### src/hdl/spm_ctrl_pkg.sv
package spm_ctrl_pkg;
  // register addresses
  localparam logic [7:0] CTRL_DATA_ADDR = 8'h57; // data-space address
  localparam logic [7:0] IO_ADDR_DELTA = 8'h20; // i/o address offset
  localparam logic [7:0] CTRL_IO_ADDR = CTRL_DATA_ADDR - IO_ADDR_DELTA;
  localparam logic [7:0] CTRL_RESET = 8'h00; // value after reset
  // control bit positions
  localparam int BIT_OP_EN = 0;
  localparam int BIT_ERASE = 1;
  localparam int BIT_WRITE = 2;
  localparam int BIT_LOCK = 3;
  localparam int BIT_REEN = 4;
  localparam int BIT_SIG = 5;
  localparam int BIT_BUSY = 6;
  localparam int BIT_IRQ_EN = 7;
  // legal command codes in the lower five bits
  localparam logic [4:0] CMD_LOAD = 5'h01;
  localparam logic [4:0] CMD_ERASE = 5'h03;
  localparam logic [4:0] CMD_WRITE = 5'h05;
  localparam logic [4:0] CMD_LOCK = 5'h09;
  localparam logic [4:0] CMD_REEN = 5'h11;
  // arming windows in cycles
  localparam logic [2:0] STORE_WINDOW = 3'h4;
  localparam logic [2:0] LOAD_WINDOW = 3'h3;
  // lock/fuse pointer selection
  localparam logic [15:0] PTR_FUSE_LOW = 16'h0000;
  localparam logic [15:0] PTR_LOCK = 16'h0001;
  // flash write time
  localparam int CLK_MHZ = 100;
  localparam int PROG_TIME_US = 3300; // inside 3.2 ms .. 3.4 ms
  localparam int PROG_MIN_US = 3200;
  localparam int PROG_CYCLES = PROG_TIME_US * CLK_MHZ;
  // operation kinds
  typedef enum logic [2:0] {
    OP_NONE = 3'b000,
    OP_LOAD = 3'b001,
    OP_ERASE = 3'b010,
    OP_WRITE = 3'b011,
    OP_LOCK = 3'b100,
    OP_SIG = 3'b101
  } op_kind_t;
endpackage : spm_ctrl_pkg
### src/hdl/page_buf_if.sv
interface page_buf_if #(parameter int WORDS = 32, parameter int AW = 5);
  logic wr_en; // store one word
  logic [AW-1:0] wr_addr; // word index
  logic [15:0] wr_data; // word value
  logic clear; // wipe whole buffer
  logic [16*WORDS-1:0] words; // whole buffer contents
  modport owner (input wr_en, input wr_addr, input wr_data, input clear, output words);
  modport user (output wr_en, output wr_addr, output wr_data, output clear, input words);
endinterface : page_buf_if

### src/hdl/page_buffer.sv
module page_buffer
  import spm_ctrl_pkg::*;
#(
  parameter int WORDS = 32 // words per page
) (
  input wire logic ref_clk, // cpu clock
  input wire logic arst_n, // async reset, low active
  page_buf_if.owner pb // buffer port
);
  logic [15:0] mem [WORDS]; // word storage
  logic [15:0] next_mem [WORDS]; // next word storage

  // per word: clear, store, or hold
  always_comb begin
    for (int i = 0; i < WORDS; i++) begin
      if (pb.clear) begin
        next_mem[i] = 16'hFFFF;
      end else if (pb.wr_en && (int'(pb.wr_addr) == i)) begin
        next_mem[i] = pb.wr_data;
      end else begin
        next_mem[i] = mem[i];
      end
    end
  end

  // register words; reset erases
  always_ff @(posedge ref_clk or negedge arst_n) begin
    if (!arst_n) begin
      for (int i = 0; i < WORDS; i++) mem[i] <= 16'hFFFF;
    end else begin
      mem <= next_mem;
    end
  end

  // flatten for the flash side
  genvar g;
  generate
    for (g = 0; g < WORDS; g++) begin : g_flat
      assign pb.words[16*g +: 16] = mem[g];
    end
  endgenerate
endmodule : page_buffer

### src/hdl/prog_timer.sv
module prog_timer
  import spm_ctrl_pkg::*;
#(
  parameter int CYCLES = PROG_CYCLES // programming time in cycles
) (
  input wire logic ref_clk, // cpu clock
  input wire logic arst_n, // async reset, low active
  input wire logic start, // begin a timed write
  output logic busy, // timing in progress
  output logic done // one-cycle end pulse
);
  logic [31:0] count; // cycles remaining
  logic [31:0] next_count;
  logic next_done;

  // count down from start to zero
  always_comb begin
    next_count = count;
    next_done = 1'b0;
    if (start && count == 32'h0) begin
      next_count = 32'(CYCLES);
    end else if (count != 32'h0) begin
      next_count = count - 32'h1;
      next_done = (count == 32'h1);
    end
  end

  // register counter
  always_ff @(posedge ref_clk or negedge arst_n) begin
    if (!arst_n) begin
      count <= 32'h0;
      done <= 1'b0;
    end else begin
      count <= next_count;
      done <= next_done;
    end
  end

  assign busy = (count != 32'h0);
endmodule : prog_timer

### src/hdl/self_program_flash_control.sv
module self_program_flash_control
  import spm_ctrl_pkg::*;
#(
  parameter int PAGE_WORDS = 32, // words per page
  parameter int PAGE_AW = 5, // word index width
  parameter int PAGE_BITS = 7, // page number width
  parameter int PROG_CYC = PROG_CYCLES // flash write time in cycles
) (
  input wire logic ref_clk, // cpu clock
  input wire logic arst_n, // async reset, low active
  input wire logic reg_wr, // register write strobe
  input wire logic reg_rd, // register read strobe
  input wire logic reg_io, // address is i/o space
  input wire logic [7:0] reg_addr, // register address
  input wire logic [7:0] reg_wdata, // write data
  output logic [7:0] reg_rdata, // read data
  input wire logic global_irq_en, // status i-bit
  input wire logic eeprom_write_busy, // data eeprom writing
  input wire logic store_req, // store instruction issued
  input wire logic load_req, // load instruction issued
  input wire logic [15:0] ptr, // z pointer
  input wire logic [15:0] store_data_pair, // register pair value
  input wire logic [7:0] lock_bits, // lock byte
  input wire logic [7:0] fuse_low, // fuse low byte
  input wire logic [7:0] fuse_high, // fuse high byte
  input wire logic [7:0] fuse_ext, // extended fuse byte
  input wire logic [7:0] sig_byte, // signature row byte
  output logic load_override, // load answered here
  output logic [7:0] load_data, // byte returned to load
  output logic cpu_halt, // stall the core
  output logic ready_irq, // ready interrupt request
  output logic flash_erase, // erase page pulse
  output logic flash_write, // write page pulse
  output logic [PAGE_BITS-1:0] flash_page, // page target
  output logic [16*PAGE_WORDS-1:0] flash_wdata // page data
);
  page_buf_if #(.WORDS(PAGE_WORDS), .AW(PAGE_AW)) pb ();

  // control register state
  // the enable bit and the command bits live here;
  // the busy bit has no storage, it always reads zero
  logic irq_en; // ready irq enable bit
  logic [4:0] cmd; // lower control bits
  logic [2:0] window; // cycles left in arm window
  op_kind_t op; // armed or running op
  logic running; // erase/write in progress
  logic [PAGE_BITS-1:0] page; // latched page

  // load answer state
  // a load inside the short window in lock or signature mode is answered here
  // instead of by the program memory
  logic [7:0] ldata; // load result
  logic lovr; // load override valid

  // flash command pulses, one cycle each
  logic erase_p; // erase start pulse
  logic write_p; // write start pulse

  // next values, one per register above
  logic [7:0] next_ldata; // next load result
  logic next_lovr; // next override flag
  logic next_erase_p; // next erase pulse
  logic next_write_p; // next write pulse
  logic [7:0] rdata_q; // registered read data
  logic [7:0] next_rdata; // next read data
  logic next_irq_en; // next irq enable
  logic [4:0] next_cmd; // next command bits
  logic [2:0] next_window; // next window count
  op_kind_t next_op; // next operation
  logic next_running; // next running flag
  logic [PAGE_BITS-1:0] next_page; // next page target

  // timer handshakes
  logic tstart; // start the timed write
  logic tbusy; // timer still counting
  logic tdone; // timer end pulse

  // decode and buffer controls
  logic hit; // register address matches
  logic buf_clear; // wipe whole buffer
  logic buf_wr; // store one buffer word

  // address decode for both spaces
  assign hit = reg_io ? (reg_addr == CTRL_IO_ADDR) : (reg_addr == CTRL_DATA_ADDR);

  page_buffer #(.WORDS(PAGE_WORDS)) u_buf (
    .ref_clk(ref_clk),
    .arst_n(arst_n),
    .pb(pb.owner)
  );

  prog_timer #(.CYCLES(PROG_CYC)) u_timer (
    .ref_clk(ref_clk),
    .arst_n(arst_n),
    .start(tstart),
    .busy(tbusy),
    .done(tdone)
  );

  // sequencing overview
  // three phases, checked in priority order:
  //  running - a timed erase or write owns the block;
  //            register writes are ignored until it ends
  //  write   - a register write arms a new command and
  //            restarts the four-cycle window
  //  window  - while armed, a store or a load may act;
  //            an unused window clears the command bits
  // the window counts down from four, so the load part
  // of the window is the first three counts only
  // a data eeprom write in flight blocks any arming,
  // which also blocks lock and fuse read-back
  // illegal codes leave the lower bits at zero

  // command, window and operation sequencing
  always_comb begin
    next_irq_en = irq_en;
    next_cmd = cmd;
    next_window = window;
    next_op = op;
    next_running = running;
    next_page = page;
    next_ldata = ldata;
    next_lovr = 1'b0;
    next_erase_p = 1'b0;
    next_write_p = 1'b0;
    tstart = 1'b0;
    buf_clear = 1'b0;
    buf_wr = 1'b0;
    if (running) begin
      // hold enable until the timed write ends
      if (tdone) begin
        next_running = 1'b0;
        next_cmd = 5'h00;
        next_op = OP_NONE;
        if (op == OP_WRITE) buf_clear = 1'b1;
      end
    end else if (reg_wr && hit) begin
      // a new write restarts the window unless eeprom-blocked or an illegal code
      // and drops whatever was armed before
      next_irq_en = reg_wdata[BIT_IRQ_EN];
      next_window = STORE_WINDOW;
      next_cmd = 5'h00;
      next_op = OP_NONE;
      if (!eeprom_write_busy) begin
        next_cmd = reg_wdata[4:0];
        case (reg_wdata[4:0])
          CMD_LOAD: next_op = OP_LOAD;
          CMD_ERASE: next_op = OP_ERASE;
          CMD_WRITE: next_op = OP_WRITE;
          CMD_LOCK: next_op = OP_LOCK;
          CMD_REEN: begin
            next_op = OP_NONE;
            buf_clear = 1'b1;
          end
          default: begin
            next_op = OP_NONE;
            next_cmd = 5'h00;
          end
        endcase
        if (reg_wdata[BIT_SIG] && reg_wdata[BIT_OP_EN] && reg_wdata[4:1] == 4'h0) begin
          next_op = OP_SIG;
        end
        if (next_op == OP_NONE && reg_wdata[4:0] != CMD_REEN) next_window = 3'h0;
      end else begin
        next_window = 3'h0;
      end
    end else if (window != 3'h0) begin
      // armed: count the window down
      // the first three counts also accept a load
      next_window = window - 3'h1;
      if (load_req && (STORE_WINDOW - window) < LOAD_WINDOW) begin
        // load inside the three-cycle window
        if (op == OP_LOCK) begin
          next_lovr = 1'b1;
          case (ptr[1:0])
            PTR_FUSE_LOW[1:0]: next_ldata = fuse_low;
            PTR_LOCK[1:0]: next_ldata = lock_bits;
            2'b10: next_ldata = fuse_ext;
            default: next_ldata = fuse_high;
          endcase
          next_cmd = 5'h00;
          next_window = 3'h0;
          next_op = OP_NONE;
        end else if (op == OP_SIG) begin
          next_lovr = 1'b1;
          next_ldata = sig_byte;
        end
      end
      // store: consumes the window whatever it does
      // erase and write keep the bits until the timer ends
      if (store_req) begin
        next_window = 3'h0;
        next_cmd = 5'h00;
        next_op = OP_NONE;
        case (op)
          OP_LOAD: buf_wr = 1'b1;
          OP_ERASE, OP_WRITE: begin
            next_page = ptr[PAGE_AW+1 +: PAGE_BITS];
            next_cmd = cmd;
            next_op = op;
            next_running = 1'b1;
            tstart = 1'b1;
            next_erase_p = (op == OP_ERASE);
            next_write_p = (op == OP_WRITE);
          end
          default: next_op = OP_NONE; // signature mode store ignored
        endcase
      end else if (window == 3'h1) begin
        // last count with no store: give up
        next_cmd = 5'h00;
        next_op = OP_NONE;
      end
    end
  end

  // buffer port
  // word index skips the pointer byte bit;
  // a clear outranks a store in the same cycle
  assign pb.clear = buf_clear;
  assign pb.wr_en = buf_wr;
  assign pb.wr_addr = ptr[PAGE_AW:1];
  assign pb.wr_data = store_data_pair;

  // read data mux
  // the busy bit is a constant zero;
  // bit 5 shows the armed signature mode
  always_comb begin
    next_rdata = rdata_q;
    if (reg_rd && hit) begin
      next_rdata = {irq_en, 1'b0, (op == OP_SIG), cmd};
    end
  end

  // register all state
  // reset gives the documented zero register value,
  // an idle window and no operation
  always_ff @(posedge ref_clk or negedge arst_n) begin
    if (!arst_n) begin
      irq_en <= CTRL_RESET[BIT_IRQ_EN];
      cmd <= CTRL_RESET[4:0];
      window <= 3'h0;
      op <= OP_NONE;
      running <= 1'b0;
      page <= '0;
      ldata <= 8'h00;
      lovr <= 1'b0;
      erase_p <= 1'b0;
      write_p <= 1'b0;
      rdata_q <= 8'h00;
    end else begin
      irq_en <= next_irq_en;
      cmd <= next_cmd;
      window <= next_window;
      op <= next_op;
      running <= next_running;
      page <= next_page;
      ldata <= next_ldata;
      lovr <= next_lovr;
      erase_p <= next_erase_p;
      write_p <= next_write_p;
      rdata_q <= next_rdata;
    end
  end

  // outputs
  // all data outputs come straight from flip-flops;
  // the halt covers the whole timed operation,
  // including the cycle in which the timer ends
  assign reg_rdata = rdata_q;
  assign load_override = lovr;
  assign load_data = ldata;
  assign cpu_halt = running | tbusy;
  assign flash_erase = erase_p;
  assign flash_write = write_p;
  assign flash_page = page;
  assign flash_wdata = pb.words;
  // ready irq held while enable bit clear, masked when busy
  assign ready_irq = irq_en & global_irq_en & ~cmd[BIT_OP_EN] & ~eeprom_write_busy
                   & ~running;
endmodule : self_program_flash_control

### config.mk
export PLATFORM = sky130hd
export DESIGN_NAME = self_program_flash_control
export DESIGN_NICKNAME = d
export VERILOG_FILES = /design/src/hdl/spm_ctrl_pkg.sv /design/src/hdl/page_buf_if.sv /design/src/hdl/page_buffer.sv /design/src/hdl/prog_timer.sv /design/src/hdl/self_program_flash_control.sv
export SDC_FILE = /design/constraint.sdc
export NUM_CORES = 1
export LEC_CHECK = 0
export ABC_AREA = 1
export CAP_MARGIN = 20
export CORE_AREA = 3 3 247 249
export CTS_BUF_LIST = sky130_fd_sc_hd__clkbuf_16
export DETAILED_ROUTE_END_ITERATION = 16
export DIE_AREA = 0 0 250 252
export DONT_BUFFER_PORTS = 1
export PLACE_DENSITY_LB_ADDON = 0.3
export SYNTH_ARGS = -nofsm -noshare
export SYNTH_HDL_FRONTEND = slang
export SYNTH_HIERARCHICAL = 1
export SYNTH_SLANG_ARGS = --single-unit
### constraint.sdc
create_clock -name ref_clk -period 5.45 [get_ports ref_clk]
set_clock_uncertainty 0.2 [all_clocks]
set_input_delay 0.2725 -clock ref_clk [delete_from_list [all_inputs] [get_ports ref_clk]]
set_output_delay 0.2725 -clock ref_clk [all_outputs]
set_load 0.03 [all_outputs]
=== Word-level counts from Yosys, hierarchy flattened ===
Cells that the tools add are included.

* Input port bits: 97
* Word-level logic and storage cells: 338
* Register bits after elaboration: 583
* Output and inout port bits: 540

* Multiplexer cells: 139
* Bitwise gates (word level): 9
* $add $sub $neg: 3
* Equal/unequal tests: 50
* Reduce and logical (&&, ||, !) cells: 91
* $lt $le $gt $ge: 1

{| class="wikitable"
|+ Operators with widths
! kind !! number
|-
| $mux W16 || 64
|-
| $eq A5 B5 Y1 const B || 17
|-
| $reduce_bool A2 Y1 || 35
|-
| $mux W32 || 2
|-
| $mux W3 || 21
|-
| $mux W5 || 11
|-
| $eq A5 B4 Y1 const B || 9
|-
| $logic_and A1 B1 Y1 || 39
|-
| $mux W1 || 37
|-
| $eq A32 B1 Y1 const B || 1
|-
| $logic_not A32 Y1 || 1
|-
| $reduce_bool A32 Y1 || 1
|-
| $sub A32 B1 Y32 const B || 1
|-
| $eq A5 B3 Y1 const B || 5
|-
| $pmux W8 S3 || 1
|-
| $mux W8 || 2
|-
| $eq A5 B2 Y1 const B || 3
|-
| $reduce_and A5 Y1 || 3
|-
| $pmux W3 S4 || 1
|-
| $eq A5 B1 Y1 const B || 2
|-
| $reduce_bool A5 Y1 || 2
|-
| $eq A8 B6 Y1 const B || 1
|-
| $eq A8 B7 Y1 const B || 1
|-
| $eq A3 B1 Y1 const B || 2
|-
| 21 further kinds || 31
|}

=== Depth between registers and ports, before layout ===
* Depth after elaboration: 11
* Depth in mapped cells: 17
* Depth with buffers taken out: 15

=== Cells and area by module ===
Netlist, hierarchy kept.

{| class="wikitable"
|+ Modules (own cells, without submodules)
! module !! times used !! area each (um^2) !! cells each !! seq. area each (um^2)
|-
| page_buffer || 1 || 21339.2 || 2339 || 13452.9
|-
| self_program_flash_control || 1 || 2117.0 || 301 || 950.9
|-
| prog_timer || 1 || 2035.7 || 289 || 825.8
|}

=== Least setup slack after synthesis ===
No wires, ideal clock.

* Kind: reg-to-reg
* From: register window[0]
* To: register u_buf.mem, in the netlist u_buf/pb.words[197]
* Data arrival time: 2352 ps
* Setup slack: 2837 ps
* Clock period less this slack: 2613 ps
* Stages on the path, launching flop included: 17
* Buffers on the path: 2
* Path through: dfrtp_1 -> inv_1 -> ha_1 -> ha_1 -> nor2_1 -> nand2_1 -> inv_1 -> nand3_1 -> nor2_1 -> inv_1 -> nor2_4 -> buf_4 -> nand3_2 -> nand2_1 -> buf_2 -> nand2_1 -> nand2_1

* Word-level cells in the longest chain between the ends: 6

{| class="wikitable"
|+ Ends and longest elaborated chain
! item !! RTL line !! source
|-
| from (decl) || self_program_flash_control.sv:44 || <nowiki>logic [2:0] window;</nowiki>
|-
| from (signal assigned) || self_program_flash_control.sv:253 || <nowiki>window <= next_window;</nowiki>
|-
| $reduce_bool A3 Y1 || self_program_flash_control.sv:167 || <nowiki>end else if (window != 3'h0) begin</nowiki>
|-
| $mux W1 || self_program_flash_control.sv:167 ||
|-
| $mux W1 || self_program_flash_control.sv:137 || <nowiki>end else if (reg_wr && hit) begin</nowiki>
|-
| $mux W1 || self_program_flash_control.sv:129 || <nowiki>if (running) begin</nowiki>
|-
| net buf_wr || self_program_flash_control.sv:81 || <nowiki>logic buf_wr;</nowiki>
|-
| $logic_and A1 B1 Y1 || page_buffer.sv:18 || <nowiki>end else if (pb.wr_en && (int'(pb.wr_addr) == i)) begin</nowiki>
|-
| $reduce_bool A2 Y1 (no line) || -- ||
|-
| to (signal assigned) || page_buffer.sv:31 || <nowiki>mem <= next_mem;</nowiki>
|-
| to (decl) || page_buffer.sv:10 || <nowiki>logic [15:0] mem [WORDS];</nowiki>
|}

The timed path passes the listed nets, and every way through them passes these cells.
A chain may end at the register's enable or synchronous reset.

=== Worst setup path after layout ===
* From: input reg_addr[7]
* To: register u_buf.mem, in the netlist u_buf/pb.words[85]

* Word-level cells in the longest chain between the ends: 7
* Elaborated cells on any way between the ends: 11
* Those cells by class: eq/ne: 2; mux: 6; reduce/logical: 3

{| class="wikitable"
|+ Ends and longest elaborated chain
! item !! RTL line !! source
|-
| from (decl) || self_program_flash_control.sv:14 || <nowiki>input wire logic [7:0] reg_addr,</nowiki>
|-
| $eq A8 B7 Y1 / $eq A8 B6 Y1 (equally long branches) || self_program_flash_control.sv:84 || <nowiki>assign hit = reg_io ? (reg_addr == CTRL_IO_ADDR) : (reg_addr == CTRL_DATA_ADDR);</nowiki>
|-
| $mux W1 * || self_program_flash_control.sv:84 ||
|-
| $logic_and A1 B1 Y1 * || self_program_flash_control.sv:137 ||
|-
| $mux W1 * || self_program_flash_control.sv:137 ||
|-
| $mux W1 * || self_program_flash_control.sv:129 ||
|-
| net buf_wr || self_program_flash_control.sv:81 ||
|-
| $logic_and A1 B1 Y1 * || page_buffer.sv:18 ||
|-
| $reduce_bool A2 Y1 (no line) * || -- ||
|}

Mark *: on every way through the listed nets, which the timed path passes. The rest lies on a longest branch.

==> flow_summary_export.csv <==
group,metric,value,unit
status,status,"finished with violations",
status,violations,"hold timing, slew limit",
synth,syn_area_per_cell,8.703,um2
hold_path,min_path_type,"input pin to async pin",
floorplanning,die_area,63000,um2
routing,drcViolationCount,0,
critical_path,crit_slowest_cell,"nand2_1",
floorplanning,start_util,43.27,%
floorplanning,die_y,252,um
routing,antenna_left,0,
floorplanning,core,58910,um2
synth,synth_top_area_share,52.77,%
critical_path,crit_top_cell,"nand2_1",
cts,clk_latency,0.63,ns
sta,final.setup.tns,0,ns
cts,clk_path_buf_depth,3,
cells_and_area,drive_gt1_share,24.36,%
synth,synth_compound_area_share,0.6528,%
critical_path,crit_chain,"dlygate4sd3_1, or2_4, dlygate4sd3_1, nor2_4, nand3_4, dlygate4sd3_1, nand2_1, inv_1, nand3_1, nor2_1, inv_1, nor2_4, nand3_2, nand2_1, nand2_1, nand2_1",
cts,path_clk_slew,0.06,ns
critical_path,path_delay_family,"simple AND/OR/NAND/NOR gates",
grt,antenna_found_initial,1,
sta,final_hold_viol_count,432,
synth,yosysUniqueCellTypes,42,
cts,postCtsSetupBuffers,0,
routing,drt-wirelength-per-cell,23.61,um
synth,synthTopCellsByArea,"dfstp_2 (53%), nand2_1 (19%), nand3_1 (11%)",
sta,drv_slew,132,
grt,grt_pass1_vias,19780,
job,cap_violations,0,
critical_path,worstSetupEndpointType,"register",
routing,first_iter_violations,1996,
critical_path,critPathBufInv,5,
synth,synth.largest_area_cell,"dfstp_2",
grt,grt_max_degree,584,
cts,cts_resized,0,
grt,overflow,0,
synth,synth-seq-cells,583,
critical_path,crit_type,"input pin to register",
cts,cts_tree,"built",
sta,rsz0062_at_grt,"no",
synth,synth_most_common_cell,"nand2_1",
placement,placedCellCount,3533,
synth,synth-edff-count,0,
synth,synth-adder-area-share,0.2454,%
cells_and_area,n_fill_cell,5462,
routing,viasPerCell,5.611,
sta,fmax,207.3,MHz
critical_path,crit_fanout,17,
synth,synthSimpleGateAreaFrac,34.57,%
floorplanning,fp.dieW,250,um
synth,synth_common_cells,"nand2_1 (1263), nand3_1 (547), dfstp_2 (512)",
grt,grt_pass1_wl,127.6,mm
synth,synthFlopType,"dfstp_2",
cells_and_area,syn_to_final_growth,11.56,%
routing,routed_wl,87.66,mm
power_and_ir_drop,ir_drop,0.2442,mV
cts,cts.sinks,583,
sta,fin_crit_sh,88.52,%
sta,fin_crit,4.825,ns
routing,firstDrtPassIters,6,
critical_path,max_stage_delay,0.81,ns
cts,cts_root_buf,"clkbuf_16",
cells_and_area,multi_input_area,9141,um2
critical_path,critPathArrivalTime,5.18,ns
floorplanning,io_pins,637,
synth,synthMuxAreaShare,0,%
placement,io_buffers,0,
cells_and_area,regArea,15230,um2
synth,synth_nets,3031,
placement,dp_hpwl,54.59,mm
critical_path,critPathLaunchType,"input pin",
critical_path,cp_data_required_time,5.80,ns
synth,ys_warn_count,6,
power_and_ir_drop,p_leak,13.42,nW
floorplanning,rows,89,
routing,vias,20830,
sta,worst_slew_pin_slew,1.698,ns
synth,synth_top_family_by_area,"simple AND/OR/NAND/NOR gates",
synth,synthesis.area,25490,um2
synth,yosysSeqAreaShare,59.74,%
cts,ctsHtreeMaxLevel,2,
cells_and_area,nets,2992,
cts,cts_buffers,60,
synth,ys_async_sr_fraction,100.0,%
synth,netlist_instances,2929,
sta,timing.hold.ws,-0.8372,ns
cts,cts_hold_buf,68,
sta,relSlewSlack,-13.20,%
cells_and_area,stdcell_count,3713,
synth,yosys.area_share.xor_xnor,0.3436,%
placement,routabilityCongestion,0.8960,
sta,finalSetupViolCount,0,
power_and_ir_drop,power_density,303.3,nW/um2
grt,grt_usage,26.30,%
-- layer usage --
layer	share of wire [%]	track usage [%]
met1	37	33.04
met2	47	43.02
met3	11	8.277
met4	3.9	9.478
met5	0	0
-- flip-flops by register name, indices dropped and copies added, names as in the netlist --
| signal | flops |
|---|---|
| cmd | 5 |
| op | 3 |
| flash_write | 1 |
| load_data | 8 |
| flash_erase | 1 |
| window | 3 |
| running | 1 |
| irq_en | 1 |
| u_buf/pb.words | 512 |
| flash_page | 7 |
| u_timer/count | 32 |
| reg_rdata | 7 |
| u_timer/done | 1 |
| load_override | 1 |
-- worst paths after layout --
check                           slack (ns)  cells after the start             startpoint                         endpoint
min in group ref_clk                  0.05                      4                 ptr[4]    u_buf/pb.words[9]$_DFFE_PN1P_
max in group asynchronous             4.87                      0                 arst_n  u_buf/pb.words[353]$_DFFE_PN1P_
worst max register to register        1.33                     14  window[0]$_DFFE_PN0P_   u_buf/pb.words[85]$_DFFE_PN1P_
worst max-delay path                  0.63                     16            reg_addr[7]   u_buf/pb.words[85]$_DFFE_PN1P_
worst min-delay path                 -0.84                      0                 arst_n         load_data[6]$_DFFE_PN0P_
worst min register to register        0.28                      2     cmd[4]$_DFFE_PN0P_               cmd[4]$_DFFE_PN0P_
-- report_power, final --
group	internal [mW]	switching [mW]	total, mW
clock	2.30	1.76	4.06
sequential	4.35	0.00231	4.35
combinational	0.0448	0.173	0.218
total	6.69	1.94	8.63
-- cells in the final DEF (no fill, tap or decap), types with 26 or more instances in the layout --
master,synthesis,final
buf_4,26,26
clkbuf_16,0,60
dfrtp_1,71,71
dfstp_2,512,512
dlygate4sd3_1,0,68
inv_1,60,68
nand2_1,1263,1263
nand3_1,547,547
nand3_2,31,31
nor2_1,124,124
-- worst register-to-register path, cell delays in order, from the launching register on --
cell	delay [ns]
dfrtp_1	0.39
inv_1	0.08
ha_1	0.20
ha_1	0.21
nor2_1	0.15
nand2_1	0.10
inv_1	0.09
nand3_1	0.09
nor2_1	0.27
inv_1	0.12
nor2_4	0.50
nand3_2	0.60
nand2_1	0.81
nand2_1	0.13
nand2_1	0.12
-- layout make-up --
cell class / instances / share of cell area [%]
sequential: 583 / 53.55
multi-input combinational: 2083 / 32.14
clock buffer: 60 / 5.279
tap: 773 / 3.401
timing repair buffer: 95 / 3.150
clock inverter: 51 / 1.531
inverter: 67 / 0.9371
antenna: 1 / 0.008799
-- kinds of logic (layout without fill, tap and decap cells) --
family | Yosys count | in the layout
flip-flops | 583 | 583
XOR/XNOR | 10 | 10
AO/OA/AOI/OAI | 28 | 28
other | 1 | 2
buffers and inverters | 263 | 273
AND/OR/NAND/NOR | 2039 | 2039
adder cells (fa/ha/maj) | 5 | 5
-- through the flow --
stage          setup slack, ns  hold WS (ns)  area, um2  util (%)  total power, mW
2_1_floorplan            2.837       -0.2231      25490         -            4.506
3_3_place_gp             1.403       -0.2038      25820     43.83            4.596
3_5_place_dp             1.266       -0.2046      25820     43.83            4.598
4_1_cts                 0.6077       -0.8816      28440     48.27            8.705
5_1_grt                 0.3346       -0.8702      28440     48.27            8.901
6_report                0.6254       -0.8372      28440     48.28            8.627
Note: power is estimated with default switching activity, not from simulation.
